==> src/verilog/kbd_irq_pkg.sv <==
// constants shared by the keyboard pin interrupt block
// Behaviour
// - eight pin enable bits; a cleared bit makes its pin ignored
// - polarity bit per pin: 0 falling/low, 1 rising/high
// - up to eight pins combine into one shared interrupt flag
// - one detection mode bit applies to all enabled pins together
// - falling polarity: sampled 1 then 0 on next cycle is an edge
// - rising polarity: sampled 0 then 1 on next cycle is an edge
// - new edge only after all enabled inputs were deasserted
// - edge only mode: valid edge on an enabled pin sets flag
// - flag set with interrupt enable 1 requests a processor interrupt
// - writing 1 to acknowledge clears the flag
// - edge and level mode: edge or asserted level sets the flag
// - edge and level mode: acknowledge clears only if all deasserted
// - enabled pull resistor: polarity 0 pull-up, 1 pull-down on a pin whose enable bit is set, else pull-up
// - with interrupt enable 1, enabled inputs serve as wake-up source from wait and stop
// - detection mode 0 edge only, 1 edge and level
// - flag is read-only; writes to its position do nothing
// - acknowledge bit stores nothing and reads as zero
// - interrupt enable 0 suppresses request, 1 permits it
package kbd_irq_pkg;

   // register bus geometry
   localparam int           DATA_W             = 8;
   localparam int           ADDR_W             = 2;
   localparam int           MAX_PINS           = 8;
   localparam int           SYNC_STAGES        = 2;

   // register addresses
   localparam logic [1:0]   ADDR_STATUS_CTRL   = 2'h0;
   localparam logic [1:0]   ADDR_PIN_ENABLE    = 2'h1;
   localparam logic [1:0]   ADDR_POLARITY      = 2'h2;

   // status_control_reg field positions
   localparam int           BIT_DETECT_MODE    = 0;
   localparam int           BIT_IRQ_ENABLE     = 1;
   localparam int           BIT_ACKNOWLEDGE    = 2;
   localparam int           BIT_FLAG           = 3;

   // detection modes
   localparam logic         MODE_EDGE_ONLY     = 1'b0;
   localparam logic         MODE_EDGE_LEVEL    = 1'b1;

   // reset values
   localparam logic [7:0]   RESET_PIN_ENABLE   = 8'h00;
   localparam logic [7:0]   RESET_POLARITY     = 8'h00;
   localparam logic         RESET_DETECT_MODE  = 1'b0;
   localparam logic         RESET_IRQ_ENABLE   = 1'b0;
   localparam logic         RESET_FLAG         = 1'b0;
   localparam logic [7:0]   READ_ZERO          = 8'h00;

endpackage : kbd_irq_pkg

==> src/verilog/pin_sync.sv <==
// two-stage synchroniser for a group of input pins
`timescale 1ns/1ps
module pin_sync #(
   parameter int WIDTH  = 8
) (
   // clock and reset
   input  wire logic              core_clk,
   input  wire logic              reset_n,
   // pins in, synchronised copy out
   input  wire logic [WIDTH-1:0]  pin_raw,
   output logic      [WIDTH-1:0]  pin_synced
);

   logic [WIDTH-1:0] stage_one;

   generate
      if (WIDTH < 1) begin : g_bad_width
         $error("pin_sync needs at least one pin");
      end
   endgenerate

   // stage_one feeds only the second flop, never any logic
   always_ff @(posedge core_clk) begin
      if (!reset_n) begin
         stage_one  <= '0;
         pin_synced <= '0;
      end else begin
         stage_one  <= pin_raw;
         pin_synced <= stage_one;
      end
   end

endmodule : pin_sync

==> src/verilog/keyboard_pin_interrupt.sv <==
// keyboard pin interrupt: eight pins, one shared flag and request
`timescale 1ns/1ps
module keyboard_pin_interrupt #(
   parameter int NUM_PINS = 8
) (
   // clock and reset
   input  wire logic                 core_clk,
   input  wire logic                 reset_n,
   // register port
   input  wire logic [1:0]           reg_addr,
   input  wire logic [7:0]           reg_wdata,
   input  wire logic                 reg_write,
   input  wire logic                 reg_read,
   output logic      [7:0]           reg_rdata,
   // external interrupt inputs
   input  wire logic [NUM_PINS-1:0]  interrupt_input_pin,
   // pad resistor control
   input  wire logic [NUM_PINS-1:0]  port_pull_enable,
   output logic      [NUM_PINS-1:0]  pull_up_enable,
   output logic      [NUM_PINS-1:0]  pull_down_enable,
   // requests to the processor and power control
   output logic                      irq_request,
   output logic                      wake_request,
   output logic                      shared_irq_flag
);

   // pins beyond NUM_PINS are never writable and read as zero
   localparam logic [8:0] PIN_ONE  = 9'h001;
   localparam logic [7:0] PIN_MASK =
      8'((PIN_ONE << NUM_PINS) - PIN_ONE);

   generate
      if (NUM_PINS < 1 || NUM_PINS > kbd_irq_pkg::MAX_PINS) begin : g_bad
         $error("keyboard_pin_interrupt supports one to eight pins");
      end
   endgenerate

   // the register layout lives in the package; an edit there that the
   // decode and readback below cannot serve is refused here
   localparam bit FIELD_OUTSIDE =
      kbd_irq_pkg::BIT_DETECT_MODE >= kbd_irq_pkg::DATA_W ||
      kbd_irq_pkg::BIT_IRQ_ENABLE  >= kbd_irq_pkg::DATA_W ||
      kbd_irq_pkg::BIT_ACKNOWLEDGE >= kbd_irq_pkg::DATA_W ||
      kbd_irq_pkg::BIT_FLAG        >= kbd_irq_pkg::DATA_W;
   // two fields on one bit would let an ack write also change the mode
   localparam bit FIELD_CLASH =
      kbd_irq_pkg::BIT_DETECT_MODE == kbd_irq_pkg::BIT_IRQ_ENABLE  ||
      kbd_irq_pkg::BIT_DETECT_MODE == kbd_irq_pkg::BIT_ACKNOWLEDGE ||
      kbd_irq_pkg::BIT_DETECT_MODE == kbd_irq_pkg::BIT_FLAG        ||
      kbd_irq_pkg::BIT_IRQ_ENABLE  == kbd_irq_pkg::BIT_ACKNOWLEDGE ||
      kbd_irq_pkg::BIT_IRQ_ENABLE  == kbd_irq_pkg::BIT_FLAG        ||
      kbd_irq_pkg::BIT_ACKNOWLEDGE == kbd_irq_pkg::BIT_FLAG;
   localparam bit ADDR_CLASH =
      kbd_irq_pkg::ADDR_STATUS_CTRL == kbd_irq_pkg::ADDR_PIN_ENABLE ||
      kbd_irq_pkg::ADDR_STATUS_CTRL == kbd_irq_pkg::ADDR_POLARITY   ||
      kbd_irq_pkg::ADDR_PIN_ENABLE  == kbd_irq_pkg::ADDR_POLARITY;

   generate
      if (kbd_irq_pkg::DATA_W != $bits(reg_wdata)) begin : g_bad_data_w
         $error("package data width differs from the register port");
      end
      if (kbd_irq_pkg::ADDR_W != $bits(reg_addr)) begin : g_bad_addr_w
         $error("package address width differs from the register port");
      end
      if (kbd_irq_pkg::MAX_PINS > kbd_irq_pkg::DATA_W) begin : g_bad_max
         $error("more pins than bits in one register");
      end
      if (FIELD_OUTSIDE) begin : g_bad_pos
         $error("a control field lies outside the status register");
      end
      if (FIELD_CLASH) begin : g_dup_bit
         $error("two control fields share one bit");
      end
      if (ADDR_CLASH) begin : g_dup_addr
         $error("two registers share one address");
      end
      // pins beyond NUM_PINS must come out of reset at zero as well
      if ((kbd_irq_pkg::RESET_PIN_ENABLE & ~PIN_MASK) != '0 ||
          (kbd_irq_pkg::RESET_POLARITY & ~PIN_MASK) != '0) begin : g_bad_rst
         $error("reset value sets a pin beyond NUM_PINS");
      end
   endgenerate

   // ---- register state
   logic [7:0]           pin_enable_reg;
   logic [7:0]           polarity_select_reg;
   logic                 detect_mode_bit;
   logic                 irq_enable_bit;

   // ---- pin sampling
   logic [NUM_PINS-1:0]  pin_now;
   logic [NUM_PINS-1:0]  pin_prev;
   logic [NUM_PINS-1:0]  pin_enable_bit;
   logic [NUM_PINS-1:0]  pin_polarity_bit;
   logic [NUM_PINS-1:0]  asserted_now;
   logic [NUM_PINS-1:0]  asserted_prev;
   logic [NUM_PINS-1:0]  pin_edge;

   // ---- detection
   logic                 armed;
   logic                 all_deasserted;
   logic                 any_asserted;
   logic                 edge_seen;
   logic                 level_seen;
   logic                 flag_set;
   logic                 flag_acknowledge;
   logic                 flag_clear;
   logic                 next_flag;
   logic [7:0]           status_control_reg;
   logic [7:0]           next_rdata;

   // ---- bus decode
   logic                 write_status;
   logic                 write_enable;
   logic                 write_polarity;

   assign write_status   = reg_write &&
                           reg_addr == kbd_irq_pkg::ADDR_STATUS_CTRL;
   assign write_enable   = reg_write &&
                           reg_addr == kbd_irq_pkg::ADDR_PIN_ENABLE;
   assign write_polarity = reg_write &&
                           reg_addr == kbd_irq_pkg::ADDR_POLARITY;

   // acknowledge is a pure strobe, nothing of it is stored
   assign flag_acknowledge =
      write_status && reg_wdata[kbd_irq_pkg::BIT_ACKNOWLEDGE];

   // ---- pin enable register
   always_ff @(posedge core_clk) begin
      if (!reset_n) begin
         pin_enable_reg <= kbd_irq_pkg::RESET_PIN_ENABLE;
      end else if (write_enable) begin
         pin_enable_reg <= reg_wdata & PIN_MASK;
      end
   end

   // ---- polarity register, also steers the pad resistors
   always_ff @(posedge core_clk) begin
      if (!reset_n) begin
         polarity_select_reg <= kbd_irq_pkg::RESET_POLARITY;
      end else if (write_polarity) begin
         polarity_select_reg <= reg_wdata & PIN_MASK;
      end
   end

   // ---- control bits; the flag position is ignored on write
   always_ff @(posedge core_clk) begin
      if (!reset_n) begin
         detect_mode_bit <= kbd_irq_pkg::RESET_DETECT_MODE;
         irq_enable_bit  <= kbd_irq_pkg::RESET_IRQ_ENABLE;
      end else if (write_status) begin
         detect_mode_bit <=
            reg_wdata[kbd_irq_pkg::BIT_DETECT_MODE];
         irq_enable_bit  <=
            reg_wdata[kbd_irq_pkg::BIT_IRQ_ENABLE];
      end
   end

   // ---- synchroniser in front of the comparators
   pin_sync #(
      .WIDTH      (NUM_PINS)
   ) u_pin_sync (
      .core_clk   (core_clk),
      .reset_n    (reset_n),
      .pin_raw    (interrupt_input_pin),
      .pin_synced (pin_now)
   );

   // one bus cycle of history for the edge compare
   always_ff @(posedge core_clk) begin
      if (!reset_n) begin
         pin_prev <= '0;
      end else begin
         pin_prev <= pin_now;
      end
   end

   // ---- per-pin sense; polarity turns each pin into "asserted"
   genvar i;
   generate
      for (i = 0; i < NUM_PINS; i++) begin : g_pin
         assign pin_enable_bit[i]   = pin_enable_reg[i];
         assign pin_polarity_bit[i] = polarity_select_reg[i];
         // a disabled pin never counts as asserted
         assign asserted_now[i]  = pin_enable_bit[i] &&
            (pin_now[i] == pin_polarity_bit[i]);
         assign asserted_prev[i] = pin_enable_bit[i] &&
            (pin_prev[i] == pin_polarity_bit[i]);
         // deasserted one cycle, asserted the next
         assign pin_edge[i] =
            asserted_now[i] && !asserted_prev[i];
      end
   endgenerate

   assign any_asserted   = |asserted_now;
   assign all_deasserted = !any_asserted;

   // ---- rearm: after an edge every enabled pin must go quiet again
   // the arm starts cleared so a pin already asserted at reset
   // release does not count as a first edge
   always_ff @(posedge core_clk) begin
      if (!reset_n) begin
         armed <= 1'b0;
      end else if (edge_seen) begin
         armed <= 1'b0;
      end else if (all_deasserted) begin
         armed <= 1'b1;
      end
   end

   assign edge_seen  = armed && (|pin_edge);
   assign level_seen = (detect_mode_bit == kbd_irq_pkg::MODE_EDGE_LEVEL)
                       && any_asserted;
   assign flag_set   = edge_seen || level_seen;

   // in edge and level mode an asserted pin blocks the clear
   assign flag_clear = flag_acknowledge &&
      ((detect_mode_bit == kbd_irq_pkg::MODE_EDGE_ONLY) ||
       all_deasserted);

   // a set in the clearing cycle wins so no event is lost
   always_comb begin
      if (flag_set) begin
         next_flag = 1'b1;
      end else if (flag_clear) begin
         next_flag = 1'b0;
      end else begin
         next_flag = shared_irq_flag;
      end
   end

   always_ff @(posedge core_clk) begin
      if (!reset_n) begin
         shared_irq_flag <= kbd_irq_pkg::RESET_FLAG;
      end else begin
         shared_irq_flag <= next_flag;
      end
   end

   // ---- request built from the next flag so it tracks it exactly
   always_ff @(posedge core_clk) begin
      if (!reset_n) begin
         irq_request <= 1'b0;
      end else begin
         irq_request <= next_flag && irq_enable_bit;
      end
   end

   // wake also follows a synchronised asserted pin, since in low power the
   // flag path may be held off until the clocks come back
   always_ff @(posedge core_clk) begin
      if (!reset_n) begin
         wake_request <= 1'b0;
      end else begin
         wake_request <= irq_enable_bit &&
                         (next_flag || any_asserted);
      end
   end

   // ---- pad resistors: polarity flips pull-up to pull-down only
   // for pins working as interrupt inputs
   always_ff @(posedge core_clk) begin
      if (!reset_n) begin
         pull_up_enable   <= '0;
         pull_down_enable <= '0;
      end else begin
         pull_up_enable   <= port_pull_enable &
                             ~(pin_enable_bit & pin_polarity_bit);
         pull_down_enable <= port_pull_enable &
                             pin_enable_bit & pin_polarity_bit;
      end
   end

   // ---- readback
   always_comb begin
      status_control_reg = kbd_irq_pkg::READ_ZERO;
      status_control_reg[kbd_irq_pkg::BIT_DETECT_MODE] = detect_mode_bit;
      status_control_reg[kbd_irq_pkg::BIT_IRQ_ENABLE]  = irq_enable_bit;
      status_control_reg[kbd_irq_pkg::BIT_FLAG]        = shared_irq_flag;
   end

   always_comb begin
      next_rdata = kbd_irq_pkg::READ_ZERO;
      if (reg_read) begin
         case (reg_addr)
            kbd_irq_pkg::ADDR_STATUS_CTRL: begin
               next_rdata = status_control_reg;
            end
            kbd_irq_pkg::ADDR_PIN_ENABLE: begin
               next_rdata = pin_enable_reg;
            end
            kbd_irq_pkg::ADDR_POLARITY: begin
               next_rdata = polarity_select_reg;
            end
            default: begin
               next_rdata = kbd_irq_pkg::READ_ZERO;
            end
         endcase
      end
   end

   // data stand only in the cycle after the read strobe
   always_ff @(posedge core_clk) begin
      if (!reset_n) begin
         reg_rdata <= kbd_irq_pkg::READ_ZERO;
      end else begin
         reg_rdata <= next_rdata;
      end
   end

endmodule : keyboard_pin_interrupt

==> config.mk <==
export PLATFORM = sky130hd
export DESIGN_NAME = keyboard_pin_interrupt
export DESIGN_NICKNAME = d
export VERILOG_FILES = /design/src/verilog/kbd_irq_pkg.sv /design/src/verilog/pin_sync.sv /design/src/verilog/keyboard_pin_interrupt.sv
export SDC_FILE = /design/constraint.sdc
export NUM_CORES = 1
export LEC_CHECK = 0
export CORE_AREA = 2 2 79 81
export CTS_CLUSTER_SIZE = 12
export DETAILED_ROUTE_END_ITERATION = 8
export DIE_AREA = 0 0 81 83
export DONT_BUFFER_PORTS = 1
export PLACE_DENSITY = 0.63
export SETUP_SLACK_MARGIN = 0.1
export SLEW_MARGIN = 15
export SYNTH_ARGS = -nofsm -noshare
export SYNTH_HDL_FRONTEND = slang
export SYNTH_SLANG_ARGS = --single-unit
==> constraint.sdc <==
create_clock -name core_clk -period 2.95 [get_ports core_clk]
set_clock_uncertainty 0.05 [all_clocks]
set_input_delay 0 -clock core_clk [delete_from_list [all_inputs] [get_ports core_clk]]
set_output_delay 0 -clock core_clk [all_outputs]
set_load 0.02 [all_outputs]
### Yosys cells after proc, flatten, opt, wreduce, memory -nomap -nowiden

Index checks and enable logic that the tools add are counted.

| storage, ports and cells | value |
|---|---|
| word-level logic and storage cells | 92 |
| flip-flop bits (word level) | 70 |
| bits of input ports | 30 |

| operators by class | value |
|---|---|
| eq/ne operators | 18 |
| reduce and logical (&&, ||, !) cells | 50 |
| mux-type cells | 3 |
| bitwise operators | 7 |

Operators by type and width:

| cell | number |
|---|---|
| $logic_and 1x1->1 | 33 |
| $and 8x8->8 | 4 |
| $pmux 8 s3 | 1 |
| $eq 1x1->1 | 16 |
| $reduce_or 8->1 | 2 |
| $logic_not 1->1 | 9 |
| $not 8->8 | 1 |
| $logic_or 1x1->1 | 3 |
| $eq 2x1->1 const B | 1 |
| $eq 2x2->1 const B | 1 |
| $logic_not 2->1 | 1 |
| $mux 1 | 2 |
| $not 1->1 | 2 |
| $reduce_and 2->1 | 1 |
| $reduce_or 2->1 | 1 |

### Depth between registers and ports, before layout

Gate-level depths: netlist of the first run.

| logic depth | value |
|---|---|
| depth after elaboration | 10 |
| gate-level depth with buffers | 6 |

### Modules after synthesis

From an unflattened synthesis of the first run, not the netlist that was laid out.

| unflattened totals | value |
|---|---|
| cells, all modules | 271 |
| area, all modules | 2661.3 µm² |

By module, submodules not included:

| module | area an instance (µm²) | instances | seq. area each (µm²) | cells an instance |
|---|---|---|---|---|
| keyboard_pin_interrupt | 2214.6 | 1 | 1081.0 | 238 |
| pin_sync | 446.7 | 1 | 320.3 | 33 |

### Least setup slack after synthesis of the first run

Ideal clock, no wire load.

| path | value |
|---|---|
| path kind | register to register |
| start point | reg polarity_select_reg[1], in the netlist pin_polarity_bit[1] |
| end point | reg armed |
| period minus slack after synthesis | 1390 ps |
| setup time | 115 ps |
| path slack | 1560 ps |
| arrival | 1225 ps |
| stages on the path, launching flop included | 7 |
| required time | 2785 ps |
| path through | dfxtp_1 > buf_4 > or2b_1 > o22ai_1 > a2111oi_2 > and4_1 > o21a_1 |

| between the ends | value |
|---|---|
| cells in the longest elaborated chain, start to end | 7 |
| elaborated cells between the ends (all ways) | 10 |
| classes of those cells | eq/ne (2); reduce/logical (8) |

RTL lines:

| what | line | RTL |
|---|---|---|
| start, declared | keyboard_pin_interrupt.sv:86 | `logic [7:0] polarity_select_reg;` |
| start signal, assigned | keyboard_pin_interrupt.sv:140 | `polarity_select_reg <= kbd_irq_pkg::RESET_POLARITY;` |
| start signal, assigned | keyboard_pin_interrupt.sv:142 | `polarity_select_reg <= reg_wdata & PIN_MASK;` |
| $eq 1x1->1 | keyboard_pin_interrupt.sv:188 | `(pin_prev[i] == pin_polarity_bit[i]);` |
| $logic_and 1x1->1 | keyboard_pin_interrupt.sv:187 | `assign asserted_prev[i] = pin_enable_bit[i] &&` |
| $logic_not 1->1 | keyboard_pin_interrupt.sv:191 | `asserted_now[i] && !asserted_prev[i];` |
| $logic_and 1x1->1 | keyboard_pin_interrupt.sv:191 |  |
| $reduce_or 8->1 | keyboard_pin_interrupt.sv:211 | `assign edge_seen = armed && (\|pin_edge);` |
| $logic_and 1x1->1 | keyboard_pin_interrupt.sv:211 |  |
| $reduce_or 2->1 (no source line) | n/a |  |
| end signal, assigned | keyboard_pin_interrupt.sv:203 | `armed <= 1'b0;` |
| end signal, assigned | keyboard_pin_interrupt.sv:205 | `armed <= 1'b0;` |
| end signal, assigned | keyboard_pin_interrupt.sv:207 | `armed <= 1'b1;` |
| end, declared | keyboard_pin_interrupt.sv:100 | `logic armed;` |

Several ways; a longest one is shown, not always the timed one.
A chain may end at the register's enable or synchronous reset.

### Worst setup path after layout of the first run

Same ends and word-level chain as after synthesis.

==> qor.txt, run 1 <==
die area - 0.00672 sq mm
TritonCTS clock tree - built
average wire per cell in the routed design - 14.6 um
crit path max fanout - 7
status - finished clean
clock sink count - 70
count of unresolved DRC violations after routing - 0
Least-Margin Pin Slew - 0.602 ns
minimum hold slack - 0.00887 ns
sequential-to-total area share from yosys stat - 0.543
Synth Cell Area - 0.00258 sq mm
Hold Crit Endpoint - pin_enable_bit[2]
number of instances on the worst hold path - 3
area grow syn2layout - 23.1%
overall via count from detail_route - 1,987
final antenna-violating net count - 0
number of warning messages in the yosys log - 0
register bit total from synthesis - 70
total gr overflow - 0
largest net degree at the start of global routing - 55
hold path startpoint - reg_write
dominant cells by area after synthesis - sky130_fd_sc_hd__dfxtp_1, sky130_fd_sc_hd__and2_1, sky130_fd_sc_hd__nand2_1
global-route wire length before repair - 9070 um
post-synthesis cell type with the largest combined area - sky130_fd_sc_hd__dfxtp_1
chip width - 81 um
LEAKAGE - 1.13 nW
post-layout net count - 334
combined flip-flop and latch cell area - 0.00140 sq mm
slowest stage cell, crit path - sky130_fd_sc_hd__dfxtp_1
sort of element at the end of the critical path - flip-flop
endpoint of the lowest-slack register-to-register path - armed
Total Routed Length - 5600 um
footprint of the multi-input gates - 0.00109 sq mm
relative slew slack - 0.597
top-level port count - 57
clock buffer count from CTS - 9
data required time of the critical path - 3.19 ns
class of the tightest hold or removal check - in -> reg
net count after synthesis - 303
max-cap violations - 0
detail-routed via count per cell - 5.17
clock-pin slew reported for the worst setup and hold paths after clock tree synthesis - 0.08 ns
buffer depth of the longest clock path - 2
final slew viol count - 0
cell depth of the worst flop-to-flop path - 5
min cycle time layout - 1.56 ns
area of the core region - 0.00582 sq mm
Yosys cell types - 35
largest family of logic cells by synthesized area - simple AND/OR/NAND/NOR gates
antenna violations before repair - 0
vertical die dimension - 83 um
gpl congestion - 0.788
final hold violation count - 0
Ant. Diodes - 0
XOR/XNOR Fraction of Synth Area - 0.0272
simple-gate portion of the synthesized area - 0.244
initial DRC count - 112
chain of cells forming the critical path - or2b_1, o22ai_1, a2111oi_2, and4_1, o21a_1
RSZ-0062 raised after global routing - no
htree depth - 3
Yosys top cell area share - 0.543
number of fill cells in the layout - 552
starting utilization of the core area - 0.443
summed negative setup slack over all endpoints - 0 ns
standard-cell row count - 28
Power per Cell Area - 604 mW/mm^2
via count of the first global-routing pass - 1,858
achievable frequency - 639 MHz
adder-cell area share of the yosys netlist - 0
iteration count of the initial detailed-routing pass - 7
post-synthesis area per instance - 9.45 sq um
Worst R2R Setup Slack - 1.39 ns
IO Port Bufs - 0
Compound-Gate Fraction of Synth Area - 0.131
CP Class - reg -> reg
Worst setup SP type - flip-flop
Worst IR Drop VDD - 0.286 mV
ratio of cells with drive above 1 in the final layout - 0.0680
worst skew pair latency - 0.35 ns
share of cell area taken by muxes after synthesis - 0.0194
Setup Viol. Count Final - 0
startpoint of the most critical register-to-register path - pin_polarity_bit[1]
part of the cycle the worst path needs - 0.530
GR Util All Layers - 0.178
max incr delay on CP - 0.47 ns
clock root buffer - sky130_fd_sc_hd__clkbuf_8
detailed placement HPWL - 3430 um
number of instances in the synthesized netlist - 273
Arr. time, crit path - 1.80 ns
## Yosys cell counts
| cell | number |
|---|---|
| sky130_fd_sc_hd__a2111oi_2 | 1 |
| sky130_fd_sc_hd__buf_1 | 1 |
| sky130_fd_sc_hd__nand4bb_1 | 1 |
| sky130_fd_sc_hd__a21boi_0 | 16 |
| sky130_fd_sc_hd__or2b_1 | 1 |
| sky130_fd_sc_hd__o32ai_1 | 1 |
| sky130_fd_sc_hd__nor4bb_1 | 3 |
| sky130_fd_sc_hd__nand4_1 | 2 |
| sky130_fd_sc_hd__buf_4 | 1 |
| sky130_fd_sc_hd__mux2i_1 | 5 |
| sky130_fd_sc_hd__dfxtp_1 | 70 |
| sky130_fd_sc_hd__and4_1 | 1 |
| sky130_fd_sc_hd__nor3b_2 | 1 |
| sky130_fd_sc_hd__and2_1 | 24 |
| sky130_fd_sc_hd__a21boi_1 | 2 |
| sky130_fd_sc_hd__nand2_1 | 38 |
| sky130_fd_sc_hd__a22oi_1 | 9 |
| sky130_fd_sc_hd__nor2_1 | 22 |
| sky130_fd_sc_hd__and4bb_1 | 1 |
| sky130_fd_sc_hd__clkbuf_1 | 6 |
| sky130_fd_sc_hd__a21oi_1 | 14 |
| sky130_fd_sc_hd__nand4b_1 | 3 |
| sky130_fd_sc_hd__buf_2 | 6 |
| sky130_fd_sc_hd__a31o_2 | 1 |
| sky130_fd_sc_hd__inv_1 | 2 |
| sky130_fd_sc_hd__o21ai_0 | 1 |
| sky130_fd_sc_hd__o22ai_1 | 2 |
| sky130_fd_sc_hd__clkbuf_2 | 4 |
| sky130_fd_sc_hd__nand3b_1 | 1 |
| sky130_fd_sc_hd__o21a_1 | 1 |
| sky130_fd_sc_hd__xnor2_1 | 8 |
| sky130_fd_sc_hd__nand2b_1 | 3 |
| sky130_fd_sc_hd__a211oi_1 | 1 |
| sky130_fd_sc_hd__nand3_1 | 16 |
| sky130_fd_sc_hd__nor2b_1 | 4 |
## routing by layer
metal,part of all wire,wire (um),up-vias,track usage
met5,0,0,-,0
met4,0.024,136,0,0.0971
met3,0.060,336,10,0.0489
met2,0.43,2440,77,0.258
met1,0.48,2690,912,0.235
li1,-,-,988,-
## flip-flops by register name, indices dropped and copies added, names as in the netlist
signal	count
armed	1
detect_mode_bit	1
irq_enable_bit	1
irq_request	1
pin_enable_bit	8
pin_polarity_bit	8
pin_prev	8
pull_down_enable	8
pull_up_enable	8
reg_rdata	8
shared_irq_flag	1
u_pin_sync.pin_synced	8
u_pin_sync.stage_one	8
wake_request	1
## cell type report
type | instances | area share
clock inverter | 4 | 0.0142
inverter | 2 | 0.00237
multi-input combinational | 183 | 0.342
tap | 75 | 0.0296
sequential | 70 | 0.441
timing repair buffer | 38 | 0.121
clock buffer | 12 | 0.0489
## worst max-delay path, delay by kind of cell, from the launching register on
kind	cells	cell delay [ns]
AO/OA/AOI/OAI	3	0.60
flip-flops	1	0.47
AND/OR/NAND/NOR	2	0.39
## worst max-delay path by stage
stage,end,from
final,armed,pin_polarity_bit[1]
after global routing,irq_request,pin_polarity_bit[1]
after CTS,armed,pin_polarity_bit[2]
after detailed placement,armed,pin_polarity_bit[2]
after global placement,armed,pin_polarity_bit[2]
after floorplan,armed,pin_polarity_bit[1]
## placed cells by master (no fill, tap or decap)
master	instances
sky130_fd_sc_hd__dfxtp_1	70
sky130_fd_sc_hd__nand2_1	38
sky130_fd_sc_hd__dlygate4sd3_1	35
sky130_fd_sc_hd__and2_1	24
sky130_fd_sc_hd__nor2_1	22
sky130_fd_sc_hd__nand3_1	16
sky130_fd_sc_hd__a21boi_0	16
sky130_fd_sc_hd__a21oi_1	14
sky130_fd_sc_hd__clkbuf_8	11
sky130_fd_sc_hd__a22oi_1	9
sky130_fd_sc_hd__xnor2_1	8
sky130_fd_sc_hd__mux2i_1	5
sky130_fd_sc_hd__nor2b_1	4
sky130_fd_sc_hd__nor4bb_1	3
sky130_fd_sc_hd__nand4b_1	3
sky130_fd_sc_hd__nand2b_1	3
sky130_fd_sc_hd__clkinv_2	3
sky130_fd_sc_hd__o22ai_1	2
sky130_fd_sc_hd__nand4_1	2
sky130_fd_sc_hd__inv_1	2
sky130_fd_sc_hd__a21boi_1	2
sky130_fd_sc_hd__buf_4	2
sky130_fd_sc_hd__nor3b_2	1
sky130_fd_sc_hd__or2b_1	1
sky130_fd_sc_hd__and4bb_1	1
sky130_fd_sc_hd__nand4bb_1	1
sky130_fd_sc_hd__a2111oi_2	1
sky130_fd_sc_hd__nand3b_1	1
sky130_fd_sc_hd__o21ai_0	1
sky130_fd_sc_hd__a211oi_1	1
sky130_fd_sc_hd__o32ai_1	1
sky130_fd_sc_hd__and4_1	1
sky130_fd_sc_hd__o21a_1	1
sky130_fd_sc_hd__a31o_2	1
sky130_fd_sc_hd__clkbuf_1	1
sky130_fd_sc_hd__bufinv_16	1
sky130_fd_sc_hd__buf_12	1
## per-stage QoR
| step | worst slack (ns) | total power [mW] | util | std cells | instance area (sq um) |
|---|---|---|---|---|---|
| floorplan | 1.56 | 1.10 | - | 273 | 2580 |
| global placement | 1.45 | 1.11 | 0.448 | 332 | 2600 |
| detailed placement | 1.43 | 1.11 | 0.448 | 332 | 2600 |
| CTS | 1.41 | 1.93 | 0.546 | 384 | 3170 |
| global route | 1.23 | 1.99 | 0.546 | 384 | 3170 |
| finish | 1.39 | 1.92 | 0.546 | 384 | 3170 |
## power by group
| group | internal (mW) | switching (mW) | total (mW) |
|---|---|---|---|
| clock | 0.433 | 0.342 | 0.775 |
| combinational | 0.0709 | 0.0587 | 0.130 |
| sequential | 0.976 | 0.0354 | 1.01 |
| total | 1.48 | 0.436 | 1.92 |
## timing repair
| item | in CTS | in global routing |
|---|---|---|
| hold buffers | 36 | 0 |
| setup buffers | 0 | 0 |
| hold endpoints to repair | 70 | 0 |
| resized for setup | 0 | 0 |
| endpoints found under the setup margin | 0 | 0 |
## cells by family (layout without fill, tap and decap cells)
family / count (synthesis) / in the layout
compound gates: 49 / 49
simple gates: 121 / 121
buf+inv: 20 / 56
flops: 70 / 70
mux: 5 / 5
xor+xnor: 8 / 8
No activity file was read; power rests on OpenSTA's default activity.
==> run 2: changes to the inputs <==
--- a/config.mk
+++ b/config.mk
@@ -10,7 +10,7 @@
 export DETAILED_ROUTE_END_ITERATION = 8
 export DIE_AREA = 0 0 81 83
 export DONT_BUFFER_PORTS = 1
-export PLACE_DENSITY = 0.63
+export PLACE_DENSITY = 0.65
 export SETUP_SLACK_MARGIN = 0.1
 export SLEW_MARGIN = 15
 export SYNTH_ARGS = -nofsm -noshare
==> constraint.sdc (replaced) <==
create_clock -name core_clk -period 1.32 [get_ports core_clk]
set_clock_uncertainty 0.05 [all_clocks]
set_input_delay 0 -clock core_clk [delete_from_list [all_inputs] [get_ports core_clk]]
set_output_delay 0 -clock core_clk [all_outputs]
set_load 0.02 [all_outputs]
==> run 2 against run 1 <==
  * The run now ends with hold timing, setup timing left
  * Via count increased by 4.8%
  * Critical endpoint unchanged
  * Clock power grew to 2.7 times the previous value
  * Combinational power rose by 140%
  * Fmax rose by 15%
  * Flip-flop and latch count stayed put
  * Die area unchanged
  * Final cell count increased by 7.6%
  * First-iteration DRC count is 60% higher
  * Critical path type unchanged
  * Design area up 11%
  * Core utilization up 5.8 points
  * Largest cell class unchanged
  * Worst hold slack worse by 0.27 ns
  * Critical path depth is the same
==> qor.txt, run 2 (synthesis results as in run 1) <==
status - finished with violations
failing checks - hold timing, setup timing
relative slew slack - 0.747
starting utilization of the core area - 0.443
Metal-1 WL - 2660 um
crit path max fanout - 4
Critical Path Source - pin_polarity_bit[1]
summed negative setup slack over all endpoints - -0.0945 ns
worst skew pair latency - 0.34 ns
post-layout net count - 363
vertical die dimension - 83 um
chip width - 81 um
Worst R2R Setup Slack - -0.05 ns
Worst IR Drop VDD - 0.873 mV
number of fill cells in the layout - 529
hold path startpoint - reset_n
initial DRC count - 179
class of the tightest hold or removal check - in -> reg
Ant. Diodes - 0
Total Routed Length - 5800 um
clock sink count - 70
chain of cells forming the critical path - or2b_1, o22ai_2, a2111oi_4, and4_1, o21a_1
area of all placed cells without fillers - 0.00351 sq mm
clock group share of total power - 0.452
GR Util All Layers - 0.184
largest net degree at the start of global routing - 55
Setup Viol. Count Final - 3
max incr delay on CP - 0.34 ns
area of the core region - 0.00582 sq mm
average wire per cell in the routed design - 14.0 um
max-cap violations - 0
overall via count from detail_route - 2,082
IO Port Bufs - 0
Detail Route met3 WL - 386 um
startpoint of the most critical register-to-register path - pin_polarity_bit[1]
clock root buffer - sky130_fd_sc_hd__clkbuf_8
iteration count of the initial detailed-routing pass - 4
combinational share of power - 0.067
Placed Instance Area - 0.00276 sq mm
most common cell after layout, fill and taps aside - sky130_fd_sc_hd__dfxtp_1
LEAKAGE - 1.34 nW
gpl congestion - 0.763
slowest stage cell, crit path - sky130_fd_sc_hd__dfxtp_2
top routing layer in use - met4
sort of element at the end of the critical path - flip-flop
Worst setup SP type - flip-flop
clock-pin slew reported for the worst setup and hold paths after clock tree synthesis - 0.08 ns
die area - 0.00672 sq mm
final hold violation count - 31
buffer depth of the longest clock path - 2
sequential share of power - 0.482
Int Power - 3.68 mW
cts hold-fix bufs - 43
final antenna-violating net count - 0
combined flip-flop and latch cell area - 0.00142 sq mm
minimum hold slack - -0.258 ns
Power per Cell Area - 1330 mW/mm^2
sum of met2 wire segment lengths after detailed routing - 2670 um
antenna violations before repair - 0
detail-routed via count per cell - 5.04
area grow syn2layout - 36.1%
CP Class - reg -> reg
top-level port count - 57
TritonCTS clock tree - built
switching portion of total power - 0.212
part of the cycle the worst path needs - 1.03
Arr. time, crit path - 1.56 ns
detailed placement HPWL - 3760 um
net switching power of the design - 0.988 mW
data required time of the critical path - 1.51 ns
RSZ-0062 raised after global routing - yes
Least-Margin Pin Slew - 0.379 ns
ratio of cells with drive above 1 in the final layout - 0.183
commonest cells after routing, fill and taps aside - sky130_fd_sc_hd__dfxtp_1, sky130_fd_sc_hd__dlygate4sd3_1, sky130_fd_sc_hd__nand2_1
achievable frequency - 732 MHz
min cycle time layout - 1.37 ns
footprint of the multi-input gates - 0.00113 sq mm
via count of the first global-routing pass - 1,939
htree depth - 3
clock buffer count from CTS - 9
final slew viol count - 0
count of unresolved DRC violations after routing - 0
final setup slack of the worst path - -0.0457 ns
global-route wire length before repair - 9340 um
standard-cell row count - 28
total gr overflow - 0
## run 2: changes by cell type in the layout (fill, tap and decap cells not counted), moves of 2 or more
cell / delta
sky130_fd_sc_hd__buf_4: +22
sky130_fd_sc_hd__bufinv_16: +2
sky130_fd_sc_hd__clkinv_2: -3
sky130_fd_sc_hd__dfxtp_1: -14
sky130_fd_sc_hd__dfxtp_2: +14
sky130_fd_sc_hd__dlygate4sd3_1: +8
## run 2: layout make-up
cell class,instances,area share
Multi-Input combinational cell,183,0.323
Sequential cell,70,0.404
Timing Repair Buffer,67,0.174
Clock inverter,5,0.0303
Clock buffer,11,0.0403
Inverter,2,0.00214
Tap cell,75,0.0267
## run 2: final timing paths
path         cells after the start               to
max                              5            armed
min                              1  detect_mode_bit
max reg2reg                      5            armed
min reg2reg                      2      irq_request
## run 2: metrics by stage
stage | power, mW | setup slack [ns] | utilization | instances
3_3_place_gp | 2.50 | -0.0886 | 0.475 | 353
6_report | 4.67 | -0.0457 | 0.604 | 413
5_1_grt | 4.85 | -0.135 | 0.604 | 413
2_1_floorplan | 2.46 | -0.0351 | - | 273
3_5_place_dp | 2.51 | -0.107 | 0.475 | 353
4_1_cts | 4.70 | -0.0349 | 0.600 | 413
## run 2: metal layers
metal | vias to the layer above | track usage
met5 | - | 0
met4 | 0 | 0.0786
met3 | 9 | 0.0565
met2 | 57 | 0.278
met1 | 974 | 0.240
li1 | 1042 | -
## run 2: power groups by stage
stage | logic (mW) | registers, mW | clock network (mW)
finish | 0.311 | 2.25 | 2.11
global route | 0.340 | 2.26 | 2.25
CTS | 0.304 | 2.25 | 2.15
detailed placement | 0.213 | 2.29 | 0
global placement | 0.210 | 2.29 | 0
floorplan | 0.181 | 2.28 | 0
## run 2: repair_timing
item                       CTS  global route
setup endpoints to repair    4             7
pin swaps                    4             5
resized for setup            9            10
buffers inserted             1             0
hold endpoints to repair    70            31
## run 2: worst max-delay path, delay by kind of cell, from the launching register on
kind | cells | cell delay (ns)
AO/OA/AOI/OAI | 3 | 0.46
flip-flops | 1 | 0.34
AND/OR/NAND/NOR | 2 | 0.42
==> run 3: changes to the inputs <==
--- a/config.mk
+++ b/config.mk
@@ -6,13 +6,14 @@
 export NUM_CORES = 1
 export LEC_CHECK = 0
 export CORE_AREA = 2 2 79 81
+export CTS_BUF_LIST = sky130_fd_sc_hd__clkbuf_2
 export CTS_CLUSTER_SIZE = 12
 export DETAILED_ROUTE_END_ITERATION = 8
 export DIE_AREA = 0 0 81 83
 export DONT_BUFFER_PORTS = 1
 export PLACE_DENSITY = 0.65
 export SETUP_SLACK_MARGIN = 0.1
-export SLEW_MARGIN = 15
+export SLEW_MARGIN = 20
 export SYNTH_ARGS = -nofsm -noshare
 export SYNTH_HDL_FRONTEND = slang
 export SYNTH_SLANG_ARGS = --single-unit
==> run 3 against run 2 <==
  * The flow still finishes with violations (hold timing, setup timing)
  * Global-route usage is essentially flat
  * Power shrank 11%
  * Critical path type unchanged
  * Worst setup slack lost 0.0063 ns
  * Sequential power is essentially flat
  * Critical endpoint unchanged
  * Highest routed layer unchanged
  * Core utilization shrank 0.69 points
==> qor.txt, run 3 (synthesis results as in run 1) <==
status - finished with violations
failing checks - hold timing, setup timing
htree depth - 3
chain of cells forming the critical path - and4bb_1, a2111oi_4, and4_1, o21a_1
part of the cycle the worst path needs - 1.04
IO Port Bufs - 0
crit path max fanout - 3
chip width - 81 um
overall via count from detail_route - 2,117
buffer depth of the longest clock path - 2
worst skew pair latency - 0.51 ns
footprint of the multi-input gates - 0.00113 sq mm
starting utilization of the core area - 0.443
min cycle time layout - 1.37 ns
Arr. time, crit path - 1.80 ns
LEAKAGE - 1.35 nW
Worst setup SP type - flip-flop
minimum hold slack - -0.456 ns
Worst path top cell family by delay - simple AND/OR/NAND/NOR gates
Buf+Inv Stages, Crit Path - 0
ratio of cells with drive above 1 in the final layout - 0.187
CP Class - reg -> reg
commonest cells after routing, fill and taps aside - sky130_fd_sc_hd__dfxtp_1, sky130_fd_sc_hd__dlygate4sd3_1, sky130_fd_sc_hd__nand2_1
Least-Margin Pin Slew - 0.413 ns
final slew viol count - 0
detailed placement HPWL - 3760 um
via count of the first global-routing pass - 1,908
standard-cell row count - 28
relative slew slack - 0.724
iteration count of the initial detailed-routing pass - 4
final setup slack of the worst path - -0.0520 ns
clock sink count - 70
clock root buffer - sky130_fd_sc_hd__clkbuf_2
slowest stage cell, crit path - sky130_fd_sc_hd__dfxtp_2
post-layout utilization of the core - 0.597
most common cell after layout, fill and taps aside - sky130_fd_sc_hd__dfxtp_1
Power per Cell Area - 1200 mW/mm^2
max incr delay on CP - 0.38 ns
antenna violations before repair - 0
max-cap violations - 0
TritonCTS clock tree - built
combined flip-flop and latch cell area - 0.00142 sq mm
Total Routed Length - 5880 um
Worst IR Drop VDD - 0.803 mV
count of unresolved DRC violations after routing - 0
global-route wire length before repair - 9290 um
average wire per cell in the routed design - 14.1 um
class of the tightest hold or removal check - in -> reg
total placed cells including tap cells - 353
achievable frequency - 729 MHz
RSZ-0062 raised after global routing - yes
post-layout net count - 367
clock-pin slew reported for the worst setup and hold paths after clock tree synthesis - 0.19 ns
area grow syn2layout - 34.6%
final antenna-violating net count - 0
total gr overflow - 0
Setup Viol. Count Final - 3
largest net degree at the start of global routing - 55
dpl ws - -0.107 ns
top-level port count - 57
number of fill cells in the layout - 537
clock buffer count from CTS - 9
vertical die dimension - 83 um
data required time of the critical path - 1.74 ns
total power of the final layout - 4.15 mW
final hold violation count - 23
die area - 0.00672 sq mm
GR Util All Layers - 0.184
Cell Count, Final, Fillers Out - 417
detail-routed via count per cell - 5.08
initial DRC count - 153
area of the core region - 0.00582 sq mm
Ant. Diodes - 0
sort of element at the end of the critical path - flip-flop
gpl congestion - 0.763
## run 3: where the power goes
group / total, mW / switching, mW / internal [mW]
logic: 0.323 / 0.126 / 0.197
registers: 2.25 / 0.0669 / 2.19
clock network: 1.57 / 0.752 / 0.821
## run 3: area by class of cell
class,count,area share
Sequential cell,70,0.410
Multi-Input combinational cell,183,0.326
Inverter,2,0.00216
Timing Repair Buffer,71,0.189
Tap cell,75,0.0270
Clock inverter,6,0.0317
Clock buffer,10,0.0144
## run 3: worst reg2reg max path, cell delays in order (launching register included)
cell                        delay [ns]
sky130_fd_sc_hd__dfxtp_2          0.38
sky130_fd_sc_hd__and4bb_1         0.24
sky130_fd_sc_hd__a2111oi_4        0.34
sky130_fd_sc_hd__and4_1           0.24
sky130_fd_sc_hd__o21a_1           0.10
## run 3: path summary, 6_finish.rpt
path / from / to / slack (ns) / cells past startpoint
setup / recovery: pin_polarity_bit[2] / armed / -0.05 / 4
hold reg to reg: pin_enable_bit[4] / pull_up_enable[4] / 0.45 / 1
setup reg to reg: pin_polarity_bit[2] / armed / -0.05 / 4
hold / removal: reset_n / armed / -0.46 / 1
## run 3: routing by layer
layer,vias to the layer above,share of wire,GRT usage
met5,-,0,0
li1,1054,-,-
met4,0,0.017,0.0786
met3,9,0.084,0.0587
met1,975,0.44,0.239
met2,79,0.46,0.279
## run 3: timing repair
item / CTS / global route
buffers inserted: 1 / 0
setup endpoints to repair: 4 / 10
hold buffers: 46 / 1
pin swaps: 6 / 1
gates resized for setup: 13 / 11
hold endpoints to repair: 70 / 26
## run 3: stage by stage
step,cell area [sq um],hold WS [ns],setup TNS (ns)
finish,3470,-0.456,-0.111
global route,3470,-0.510,-0.412
CTS,3440,-0.496,-0.184
detailed placement,2760,0.0769,-0.253
global placement,2760,0.0724,-0.196
floorplan,2580,0.0773,-0.0351
